<file path="src/rtl/amcr_defines.vh">
// Constants for the converter mode control block: offsets, fields, resets.
// Assumes an APB slave with 32-bit data and a 200 MHz pclk.
`ifndef AMCR_DEFINES_VH
`define AMCR_DEFINES_VH
// ==========================================================
// Register indices and byte addresses
`define AMCR_IDX_MODE 8'h01
`define AMCR_IDX_IFOPT 8'h02
`define AMCR_ADDR_MODE 12'h004
`define AMCR_ADDR_IFOPT 12'h008
`define AMCR_ADDR_STAT 12'h010
`define AMCR_ADDR_IRQ_ST 12'h014
`define AMCR_ADDR_IRQ_MASK 12'h018
`define AMCR_ADDR_EVENT 12'h01C
// ==========================================================
// Reset values and writable masks
`define AMCR_MODE_RESET 16'h8000
`define AMCR_MODE_WMASK 16'hA77C
`define AMCR_IFOPT_RESET 16'h0000
`define AMCR_IFOPT_WMASK 16'h1FFF
// ==========================================================
// Field positions
`define AMCR_F_REF_EN 15
`define AMCR_F_SETTLED 13
`define AMCR_F_DELAY_HI 10
`define AMCR_F_DELAY_LO 8
`define AMCR_F_OPMODE_HI 6
`define AMCR_F_OPMODE_LO 4
`define AMCR_F_CLKSEL_HI 3
`define AMCR_F_CLKSEL_LO 2
`define AMCR_F_ALT_CTRL 12
// ==========================================================
// Operating modes
`define AMCR_OP_CONT 3'h0
`define AMCR_OP_SINGLE 3'h1
`define AMCR_OP_STANDBY 3'h2
`define AMCR_OP_PDOWN 3'h3
`define AMCR_OP_INT_OFS 3'h4
`define AMCR_OP_RSVD 3'h5
`define AMCR_OP_SYS_OFS 3'h6
`define AMCR_OP_SYS_GAIN 3'h7
// Clock sources
`define AMCR_CLK_INT 2'h0
`define AMCR_CLK_INT_OUT 2'h1
`define AMCR_CLK_EXT 2'h2
`define AMCR_CLK_XTAL 2'h3
// ==========================================================
// Settling delays in ns and the pclk period
`define AMCR_PCLK_NS 5
`define AMCR_DLY1_NS 4000
`define AMCR_DLY2_NS 16000
`define AMCR_DLY3_NS 40000
`define AMCR_DLY4_NS 100000
`define AMCR_DLY5_NS 200000
`define AMCR_DLY6_NS 500000
`define AMCR_DLY7_NS 1000000
`endif

</file>
<file path="src/rtl/amcr_mode_ctrl.v">
// Converter mode control and interface options registers behind APB.
// Assumes a converter core that reports results and calibration writes.
//
// Chosen here: the APB register port.
`timescale 1ns/1ps
`include "amcr_defines.vh"
module amcr_mode_ctrl #(
    parameter DLY_W = 24
) (
    // APB
    input wire pclk,
    input wire presetn,
    input wire psel,
    input wire penable,
    input wire pwrite,
    input wire [11:0] paddr,
    input wire [31:0] pwdata,
    output reg [31:0] prdata,
    output reg pready,
    output reg pslverr,
    // Converter core
    input wire result_written,
    input wire calib_coef_written,
    input wire data_reg_read,
    input wire channel_switch,
    input wire single_channel,
    input wire sync_pin_in,
    output reg filter_reset,
    output reg conv_start,
    output reg [2:0] op_mode,
    output reg settled_only_output,
    output reg input_enable,
    output reg result_pending_n,
    // Reference, clock, alternate pin control and interrupt
    output reg reference_output_pin_en,
    output reg internal_osc_en,
    output reg [1:0] master_clock_source_select,
    output reg crystal_pin_second_oe,
    output reg crystal_pin_first_en,
    output reg alternate_pin_conversion_control,
    output reg conv_sync_hold,
    output reg irq
);
    // ==========================================================
    // Delay table
    // Counts are worked out as integers and cut to the counter width.
    // The longest needs 18 bits, so a narrower counter would wrap.
    localparam integer N1 = `AMCR_DLY1_NS / `AMCR_PCLK_NS;
    localparam integer N2 = `AMCR_DLY2_NS / `AMCR_PCLK_NS;
    localparam integer N3 = `AMCR_DLY3_NS / `AMCR_PCLK_NS;
    localparam integer N4 = `AMCR_DLY4_NS / `AMCR_PCLK_NS;
    localparam integer N5 = `AMCR_DLY5_NS / `AMCR_PCLK_NS;
    localparam integer N6 = `AMCR_DLY6_NS / `AMCR_PCLK_NS;
    localparam integer N7 = `AMCR_DLY7_NS / `AMCR_PCLK_NS;
    localparam [DLY_W-1:0] C1 = N1[DLY_W-1:0];
    localparam [DLY_W-1:0] C2 = N2[DLY_W-1:0];
    localparam [DLY_W-1:0] C3 = N3[DLY_W-1:0];
    localparam [DLY_W-1:0] C4 = N4[DLY_W-1:0];
    localparam [DLY_W-1:0] C5 = N5[DLY_W-1:0];
    localparam [DLY_W-1:0] C6 = N6[DLY_W-1:0];
    localparam [DLY_W-1:0] C7 = N7[DLY_W-1:0];

    reg [15:0] mode_q;
    reg [15:0] ifopt_q;
    reg [2:0] irq_st_q;
    reg [2:0] irq_mask_q;
    reg [DLY_W-1:0] dly_cycles;
    wire setup_ph;
    wire wr_acc;
    wire hit_mode;
    wire hit_ifopt;
    wire hit_stat;
    wire hit_irq_st;
    wire hit_irq_mask;
    wire wr_ok;
    wire rd_ok;
    wire mode_wr;
    wire [15:0] mode_masked;
    wire ev_result;
    wire ev_calib;
    wire [15:0] mode_new;
    wire [2:0] new_op;
    wire sync_s;
    wire dly_busy;
    wire dly_done;
    wire [2:0] ev;
    wire calib_mode;

    // The slave answers in the cycle after setup, so read data and the
    // error flag are latched at the setup edge to stand with pready.
    assign setup_ph = psel && !penable;
    // Access edge with pready high: the only edge at which a write lands.
    assign wr_acc = psel && penable && pready && pwrite;
    assign hit_mode = paddr == `AMCR_ADDR_MODE;
    assign hit_ifopt = paddr == `AMCR_ADDR_IFOPT;
    assign hit_stat = paddr == `AMCR_ADDR_STAT;
    assign hit_irq_st = paddr == `AMCR_ADDR_IRQ_ST;
    assign hit_irq_mask = paddr == `AMCR_ADDR_IRQ_MASK;
    // The status word is read-only; a write to it is refused like a miss.
    assign wr_ok = hit_mode || hit_ifopt || hit_irq_st || hit_irq_mask;
    assign rd_ok = wr_ok || hit_stat;
    assign mode_wr = wr_acc && hit_mode;
    assign new_op = pwdata[`AMCR_F_OPMODE_HI:`AMCR_F_OPMODE_LO];
    // Reserved code keeps the old mode; other fields still update.
    assign mode_masked = pwdata[15:0] & `AMCR_MODE_WMASK;
    assign mode_new = (new_op == `AMCR_OP_RSVD) ?
        ((mode_masked & 16'hFF8F) | (mode_q & 16'h0070)) :
        mode_masked;
    assign calib_mode = op_mode[2];

    always @* begin
        case (mode_q[`AMCR_F_DELAY_HI:`AMCR_F_DELAY_LO])
            3'h0: dly_cycles = {DLY_W{1'b0}};
            3'h1: dly_cycles = C1;
            3'h2: dly_cycles = C2;
            3'h3: dly_cycles = C3;
            3'h4: dly_cycles = C4;
            3'h5: dly_cycles = C5;
            3'h6: dly_cycles = C6;
            3'h7: dly_cycles = C7;
            default: dly_cycles = {DLY_W{1'b0}};
        endcase
    end

    // ==========================================================
    // Helpers
    amcr_delay_timer #(.W(DLY_W)) u_dly (
        .pclk(pclk),
        .presetn(presetn),
        .start(channel_switch),
        .abort(mode_wr),
        .cycles(dly_cycles),
        .busy(dly_busy),
        .done(dly_done)
    );

    amcr_sync2 u_sync (
        .pclk(pclk),
        .presetn(presetn),
        .d(sync_pin_in),
        .q(sync_s)
    );

    // Events: result ready, calibration done, settling delay done.
    assign ev_result = result_written && !calib_mode;
    assign ev_calib = calib_coef_written && calib_mode;
    assign ev = {dly_done, ev_calib, ev_result};

    // ==========================================================
    // APB response
    // Every access gets one wait-free cycle; the error flag stands with it.
    always @(posedge pclk or negedge presetn) begin
        if (!presetn) begin
            pready <= 1'b0;
            pslverr <= 1'b0;
        end else begin
            pready <= setup_ph;
            pslverr <= setup_ph && (pwrite ? !wr_ok : !rd_ok);
        end
    end

    // ==========================================================
    // Read data
    // Taken in the setup cycle so that it stands while pready is high.
    always @(posedge pclk or negedge presetn) begin
        if (!presetn) begin
            prdata <= 32'h00000000;
        end else if (setup_ph && !pwrite) begin
            case (paddr)
                `AMCR_ADDR_MODE: prdata <= {16'h0000, mode_q};
                `AMCR_ADDR_IFOPT: prdata <= {16'h0000, ifopt_q};
                `AMCR_ADDR_STAT:
                    prdata <= {28'h0000000, dly_busy, sync_s,
                               input_enable, result_pending_n};
                `AMCR_ADDR_IRQ_ST: prdata <= {29'h00000000, irq_st_q};
                `AMCR_ADDR_IRQ_MASK: prdata <= {29'h00000000, irq_mask_q};
                default: prdata <= 32'h00000000;
            endcase
        end
    end

    // ==========================================================
    // Configuration registers
    // Reserved bits are masked off here, so they always read back as zero.
    always @(posedge pclk or negedge presetn) begin
        if (!presetn) begin
            mode_q <= `AMCR_MODE_RESET;
            ifopt_q <= `AMCR_IFOPT_RESET;
            irq_mask_q <= 3'h0;
        end else if (wr_acc) begin
            if (hit_mode) begin
                mode_q <= mode_new;
            end
            if (hit_ifopt) begin
                ifopt_q <= pwdata[15:0] & `AMCR_IFOPT_WMASK;
            end
            if (hit_irq_mask) begin
                irq_mask_q <= pwdata[2:0];
            end
        end
    end

    // ==========================================================
    // Interrupt status
    // Set wins over write-one-to-clear, so no event is lost to a clear.
    always @(posedge pclk or negedge presetn) begin
        if (!presetn) begin
            irq_st_q <= 3'h0;
        end else if (wr_acc && hit_irq_st) begin
            irq_st_q <= (irq_st_q & ~pwdata[2:0]) | ev;
        end else begin
            irq_st_q <= irq_st_q | ev;
        end
    end

    // ==========================================================
    // Restart strobes
    always @(posedge pclk or negedge presetn) begin
        if (!presetn) begin
            filter_reset <= 1'b0;
            conv_start <= 1'b0;
        end else begin
            // Code 101 is refused, so it must not restart the filter.
            filter_reset <= mode_wr && new_op != `AMCR_OP_RSVD;
            conv_start <= mode_wr && new_op != `AMCR_OP_RSVD;
        end
    end

    // ==========================================================
    // Result-pending flag
    // A new result in the same cycle as a mode write is dropped:
    // it belongs to the filter run that the write discards.
    always @(posedge pclk or negedge presetn) begin
        if (!presetn) begin
            result_pending_n <= 1'b1;
        end else if (mode_wr) begin
            result_pending_n <= 1'b1;
        end else if (ev[0] || ev[1]) begin
            result_pending_n <= 1'b0;
        end else if (data_reg_read) begin
            result_pending_n <= 1'b1;
        end
    end

    // ==========================================================
    // Conversion outputs
    always @(posedge pclk or negedge presetn) begin
        if (!presetn) begin
            op_mode <= `AMCR_OP_CONT;
            settled_only_output <= 1'b0;
            input_enable <= 1'b1;
            alternate_pin_conversion_control <= 1'b0;
            conv_sync_hold <= 1'b0;
        end else begin
            op_mode <= mode_q[`AMCR_F_OPMODE_HI:`AMCR_F_OPMODE_LO];
            settled_only_output <= mode_q[`AMCR_F_SETTLED] &&
                                   single_channel;
            // The switch cycle itself gates input, before busy shows.
            input_enable <= !dly_busy && !channel_switch;
            alternate_pin_conversion_control <=
                ifopt_q[`AMCR_F_ALT_CTRL];
            conv_sync_hold <= ifopt_q[`AMCR_F_ALT_CTRL] && !sync_s;
        end
    end

    // ==========================================================
    // Reference and clock outputs
    always @(posedge pclk or negedge presetn) begin
        if (!presetn) begin
            reference_output_pin_en <= 1'b1;
            internal_osc_en <= 1'b1;
            master_clock_source_select <= `AMCR_CLK_INT;
            crystal_pin_second_oe <= 1'b0;
            crystal_pin_first_en <= 1'b0;
        end else begin
            reference_output_pin_en <= mode_q[`AMCR_F_REF_EN];
            master_clock_source_select <=
                mode_q[`AMCR_F_CLKSEL_HI:`AMCR_F_CLKSEL_LO];
            // Codes 00 and 01 both run from the internal oscillator.
            internal_osc_en <= !mode_q[`AMCR_F_CLKSEL_HI];
            crystal_pin_second_oe <= mode_q[3:2] == `AMCR_CLK_INT_OUT;
            crystal_pin_first_en <= mode_q[3:2] == `AMCR_CLK_XTAL;
        end
    end

    // ==========================================================
    // Interrupt output
    // Registered, so the pin lags status by one cycle but never glitches.
    always @(posedge pclk or negedge presetn) begin
        if (!presetn) begin
            irq <= 1'b0;
        end else begin
            irq <= |(irq_st_q & irq_mask_q);
        end
    end
endmodule // amcr_mode_ctrl

</file>
<file path="src/rtl/amcr_delay_timer.v">
// Settling delay counter started on a channel switch.
// Assumes the caller supplies the length in pclk cycles.
`timescale 1ns/1ps
module amcr_delay_timer #(
    parameter W = 24
) (
    // Clock and reset
    input wire pclk,
    input wire presetn,
    // Control
    input wire start,
    input wire abort,
    input wire [W-1:0] cycles,
    output wire busy,
    output reg done
);
    reg [W-1:0] cnt_q;
    reg busy_q;
    assign busy = busy_q;
    always @(posedge pclk or negedge presetn) begin
        if (!presetn) begin
            cnt_q <= {W{1'b0}};
            busy_q <= 1'b0;
            done <= 1'b0;
        end else begin
            done <= 1'b0;
            if (abort) begin
                busy_q <= 1'b0;
            end else if (start) begin
                if (cycles == {W{1'b0}}) begin
                    done <= 1'b1;
                end else begin
                    cnt_q <= cycles - {{(W-1){1'b0}}, 1'b1};
                    busy_q <= 1'b1;
                end
            end else if (busy_q) begin
                if (cnt_q == {W{1'b0}}) begin
                    busy_q <= 1'b0;
                    done <= 1'b1;
                end else begin
                    cnt_q <= cnt_q - {{(W-1){1'b0}}, 1'b1};
                end
            end
        end
    end
endmodule // amcr_delay_timer

</file>
<file path="src/rtl/amcr_sync2.v">
// Two-flop synchroniser for a level from outside the pclk domain.
// Assumes the input is a slow level; pulses shorter than one cycle may vanish.
`timescale 1ns/1ps
module amcr_sync2 (
    // Clock and reset
    input wire pclk,
    input wire presetn,
    // Level
    input wire d,
    output reg q
);
    reg meta_q;
    always @(posedge pclk or negedge presetn) begin
        if (!presetn) begin
            meta_q <= 1'b0;
            q <= 1'b0;
        end else begin
            meta_q <= d;
            q <= meta_q;
        end
    end
endmodule // amcr_sync2

</file>
<file path="config.mk">
export PLATFORM = sky130hd
export DESIGN_NAME = amcr_mode_ctrl
export DESIGN_NICKNAME = d
export VERILOG_FILES = /design/src/rtl/amcr_mode_ctrl.v /design/src/rtl/amcr_delay_timer.v /design/src/rtl/amcr_sync2.v
export VERILOG_INCLUDE_DIRS = /design/src /design/src/rtl
export SDC_FILE = /design/constraint.sdc
export NUM_CORES = 1
export LEC_CHECK = 0
export ABC_CLOCK_PERIOD_IN_PS = 3380
export BUFFER_PORTS_ARGS = -buffer_cell sky130_fd_sc_hd__buf_2
export CAP_MARGIN = 0
export CORE_MARGIN = 2
export CORE_UTILIZATION = 40
export CTS_CLUSTER_DIAMETER = 120
export CTS_CLUSTER_SIZE = 12
export DETAILED_ROUTE_END_ITERATION = 6
export GPL_TIMING_DRIVEN = 0
export SETUP_SLACK_MARGIN = 0.3
export SYNTH_ARGS = -nofsm -noshare
export SYNTH_HDL_FRONTEND = slang
export SYNTH_HIERARCHICAL = 1
export SYNTH_SLANG_ARGS = --single-unit
</file>
<file path="constraint.sdc">
create_clock -name pclk -period 3.38 [get_ports pclk]
set_clock_uncertainty 0.2 [all_clocks]
set_input_delay 0.676 -clock pclk [delete_from_list [all_inputs] [get_ports pclk]]
set_output_delay 0.676 -clock pclk [all_outputs]
set_load 0.05 [all_outputs]
</file>
==> Word level (Yosys, flattened, before mapping) <==
Memory sizes are Yosys's and may differ from the RTL's.
Index checks and enable logic that the tools add are counted.
{ "word_totals": {"regBits": 113, "mem_bits_ro": 96, "inputBits": 55, "out_inout_bits": 51, "elab_cells": 105, "memories": 1} }
{ "op_classes": {"addsub": 2, "eq_ne": 12, "n_mux": 21, "bitwise_logic": 7, "reduce_logical": 37} }
{ "mem_list": {"columns": ["name", "depth", "word_bits", "read_ports", "rd_clocked_by_memory_dff", "write_ports", "line", "text"], "rows": [
  ["(no name shown)", 8, 12, 1, 0, 0, "amcr_mode_ctrl.v:112", "case (mode_q[`AMCR_F_DELAY_HI:`AMCR_F_DELAY_LO])"]
]} }
{ "op_table": {"columns": ["cell", "n"], "rows": [
  ["24-bit two-way mux", 4],
  ["16-bit one-hot mux with 5 select lines", 1],
  ["24-bit zero test", 2],
  ["24-bit by 1-bit subtractor with 24-bit output (second input constant)", 2],
  ["12-bit by 5-bit == test with 1-bit output (second input constant)", 3],
  ["16-bit two-way mux", 1],
  ["16-bit by 7-bit bitwise OR with 16-bit output", 1],
  ["1-bit logical AND", 14],
  ["1-bit two-way mux", 14],
  ["12-bit by 3-bit == test with 1-bit output (second input constant)", 1],
  ["12-bit by 4-bit == test with 1-bit output (second input constant)", 1],
  ["1-bit zero test", 9],
  ["3-bit bitwise AND", 2],
  ["3-bit inequality test (second input constant)", 2],
  ["3-bit bitwise OR", 2],
  ["2-bit AND reduction", 3],
  ["1-bit logical OR", 5],
  ["2-bit inequality test (second input constant)", 2],
  ["4-bit AND reduction", 1],
  ["3-bit == test (second input constant)", 1],
  ["3-bit two-way mux", 1],
  ["3-bit inverter", 1],
  ["3-bit nonzero test", 1],
  ["3-bit OR reduction", 1],
  ["other kinds (4)", 4]
]} }

==> Longest topological paths before layout <==
{ "depth": {"word_depth": 8, "ltp_mapped": 12, "mapped_depth_nobuf": 10} }

==> By module <==
The synthesis kept the hierarchy.
{ "modules_own_cells": {"columns": ["module", "n_inst", "cells_each", "area_each_um2", "seq_area_each_um2"], "rows": [
  ["amcr_mode_ctrl", 1, 260, 3027.9, 1557.7],
  ["amcr_delay_timer", 1, 275, 2361.0, 650.6],
  ["amcr_sync2", 1, 2, 50.0, 50.0]
]} }

==> Least setup slack after synthesis <==
Ideal clock, no wire load.
{ "synth_path": {"path_type": "input -> register", "startpoint": "input channel_switch", "endpoint": "register u_dly.cnt_q[20]", "setup_time_ns": 0.087, "arrival_time_ns": 3.476, "required_ns": 3.093, "setup_slack_ns": -0.383, "cell_stages": 12, "path_buffers": 5, "cell_sequence": "buf_6 > buf_4 > clkbuf_1 > clkbuf_1 > buf_1 > mux2i_1 > ha_1 > o211ai_2 > nor4_4 > nand2_1 > or4_1 > o211ai_1"} }
{ "synth_via": {"elab_chain_len": 2, "elab_cells_between_ends": 5, "cone_classes": "eq/ne (2); mux (1); reduce/logical (2)"} }
{ "synth_rtl": {"columns": ["item", "line", "text"], "rows": [
  ["from (decl)", "amcr_mode_ctrl.v:25", "input wire channel_switch,"],
  ["2-bit inequality test (no line) or 2-bit nonzero test (tied branches)", null, null],
  ["4-bit AND reduction (no line)", null, null],
  ["to (signal assigned)", "amcr_delay_timer.v:22", "cnt_q <= {W{1'b0}};"],
  ["to (signal assigned)", "amcr_delay_timer.v:33", "cnt_q <= cycles - {{(W-1){1'b0}}, 1'b1};"],
  ["to (signal assigned)", "amcr_delay_timer.v:41", "cnt_q <= cnt_q - {{(W-1){1'b0}}, 1'b1};"],
  ["to (decl)", "amcr_delay_timer.v:17", "reg [W-1:0] cnt_q;"]
]} }
Parallel ways exist; a longest one is shown, timed or not.
A chain may end at the register's enable or synchronous reset.

==> Worst setup path after layout <==
{ "layout_path": {"startpoint": "input channel_switch", "endpoint": "register u_dly.cnt_q[18]"} }
Same word-level chain as after synthesis.

==> reports/metrics.yaml <==
outcome:
  status: "finished clean"
die:
  initial_utilization: 0.411
  io_pins: 106
  die_h_um: 121
  rows: 42
  chipWidth_um: 121
  core_area_sq_mm: 0.0132
  dieArea_sq_mm: 0.0145
synthesis:
  synth_cell_types: 77
  synth-edff-count: 0
  synth_warnings: 6
  synth_area_leaders: "dfrtp_1, mux2_2, buf_4, xor2_1, nand2_1"
  syn_inst: 537
  synthFlopType: "dfrtp_1"
  synth_common_cells: "dfrtp_1, nand2_1, nor2_1"
  seq_area_frac_synth: 0.415
  syn_area_sq_mm: 0.00544
  ys_seq_elements: 90
  post-synth-top-count-cell: "dfrtp_1"
  post-synth-top-area-cell: "dfrtp_1"
  avgSynthCellArea_sq_um: 10.1
  yosysTopAreaCellShare: 0.391
  async_flop_share: 1.00
routing:
  via_count: 4606
  drc: 0
  drt_pass1_iterations: 5
  wl_per_cell_um: 17.0
  drtIter0Drc: 277
  ant_nets: 0
  via_per_inst: 5.28
  drt_wl_total_mm: 14.8
final_layout:
  utilization: 0.526
  seqCellArea_sq_mm: 0.00226
  area_delta_synth_final_pct: 28.0
  antenna_cells: 0
  layout-drive-gt1-share: 0.328
  fill_cells: 1275
  multiInputGateArea_sq_mm: 0.00314
  final_nets: 752
setup_path:
  cp-start-kind: "input port"
  r2r-end: "u_dly/cnt_q[18]$_DFFE_PN0P_"
  reg2reg_depth: 12
  crit_fanout: 10
  endpoint_kind: "flip-flop"
  r2r_start: "mode_q[8]$_DFFE_PN0P_"
  critPathKind: "in2reg"
  required_ns: 3.40
  cp.arrival_ns: 3.04
  r2r_slack_ns: 0.39
timing:
  slew_headroom: 0.597
  hold_slack_ns: 0.0135
  hold_violations: 0
  maxSlewViolCount: 0
  setup_viol: 0
  max_slew.worst_pin.slew_ns: 0.589
  post-route-period-util: 0.893
  fmax_mhz: 331
  worst_slack_ns: 0.361
  rsz0062_at_grt: "yes"
  fin_crit_ns: 3.02
cts:
  cts_buffers: 9
  cts_root_buffer: "clkbuf_16"
  htreeDepth: 3
  clk_path_buf_depth: 2
  clkSinkCount: 90
  cts_tree: "built"
  clk_pin_slew_worst_paths_ns: 0.07
  clock_latency_ns: 0.35
global_route:
  grt.met1_usage: 0.280
  grt_overflow: 0
  use_met2: 0.351
  grt_max_degree: 72
  antenna_found_initial: 0
  grt_pass1_vias: 4577
  grtUsageTotal: 0.214
  grt_busiest_layer: "met2"
  grt_pass1_wl_mm: 24.4
  use_met3: 0.0335
placement:
  hpwl_mm: 10.5
  place.gp.congestion: 0.878
  dp_slack_ns: -0.566
  port_buffers: 71
power:
  leakagePower_uw: 0.00332
  power_density_mw_per_mm2: 394
  ir_drop_mv: 0.230
  total_power_uw: 2740
flow_run:
  drv_cap: 0
worst_hold_path:
  hold_path.class: "in2async"
==> cells in the final DEF (no fill, tap or decap), types with 7 or more instances in the layout <==
cell       count
a22o_1         7
dfrtp_1       83
buf_4         37
nor4_1        10
clkbuf_1       8
nand3_1       22
nand2_1       40
clkbuf_16     11
nor2b_1       11
inv_1         18
buf_2         75
o21ai_0       27
nor2_1        32
and2_1         7
conb_1        55
mux2i_1        8
a22oi_1       13
xor2_1        17
a21oi_1       13
mux2_2        21
==> stage by stage <==
step | cell area, sq um | TNS (ns) | cells
floorplan | 5700 | 0 | 591
global placement | 6280 | -3.60 | 838
detailed placement | 6310 | -4.45 | 839
CTS | 6840 | 0 | 865
global route | 6960 | 0 | 872
finish | 6960 | 0 | 872
==> routing by layer <==
layer / wire (um) / vias to the layer above
li1: - / 2200
met1: 6390 / 2271
met2: 7450 / 113
met3: 640 / 22
met4: 301 / 0
met5: 0 / -
==> worst max-delay path, stage by stage <==
cell and delay, ns:
buf_6 0.12, buf_8 0.11, buf_8 0.14, clkbuf_16 0.17
clkbuf_16 0.17, buf_8 0.15, mux2i_4 0.27, ha_4 0.18
o211ai_4 0.12, nor4_4 0.32, buf_4 0.18, buf_4 0.12
nand2_1 0.06, mux2i_1 0.15, a21oi_1 0.09
==> worst max path at each step <==
stage | to | slack [ns] | cells past startpoint | startpoint
floorplan | u_dly/cnt_q[20]$_DFFE_PN0P_ | 0.23 | 12 | channel_switch
global placement | u_dly/cnt_q[20]$_DFFE_PN0P_ | -0.50 | 13 | channel_switch
detailed placement | u_dly/cnt_q[20]$_DFFE_PN0P_ | -0.57 | 13 | channel_switch
CTS | u_dly/cnt_q[18]$_DFFE_PN0P_ | 0.30 | 10 | mode_q[8]$_DFFE_PN0P_
global route | u_dly/cnt_q[18]$_DFFE_PN0P_ | 0.26 | 9 | mode_q[8]$_DFFE_PN0P_
finish | u_dly/cnt_q[18]$_DFFE_PN0P_ | 0.36 | 15 | channel_switch
==> repair_timing <==
item                       CTS  global route
buffers inserted            10             7
hold buffers                 0             0
pin swaps                    7            12
setup endpoints to repair   24            23
resized for setup           26            18
==> area by class of cell <==
class / instances / share of cell area
clock inverters: 7 / 0.0146
multi-input cells: 433 / 0.451
inverters: 19 / 0.0102
flip-flops and latches: 90 / 0.325
plain buffers: 49 / 0.0611
repair buffers: 89 / 0.0746
clock buffers: 9 / 0.0324
well taps: 176 / 0.0316
==> cell families after synthesis <==
logic type,count (synthesis),synth area share
DFF,90,0.415
adders and majority gates,6,0.0138
and+or+nand+nor,191,0.214
muxes,37,0.0784
buffers and inverters,68,0.0725
xor gates and xnor gates,24,0.0386
other,1,0.000689
AOI/OAI and AO/OA,120,0.167
==> flip-flops by register name (all words and copies together), names as in the netlist, 2 cells and up <==
name                        count
ifopt_q                        13
irq_mask_q                      3
irq_st_q                        3
master_clock_source_select      2
mode_q                         10
op_mode                         3
prdata                         15
u_dly/cnt_q                    24
==> power breakdown <==
part	internal, uW	switching, uW
logic	174	278
clock network	656	459
registers	1120	57.3
Power figures use the tool's default switching activity.
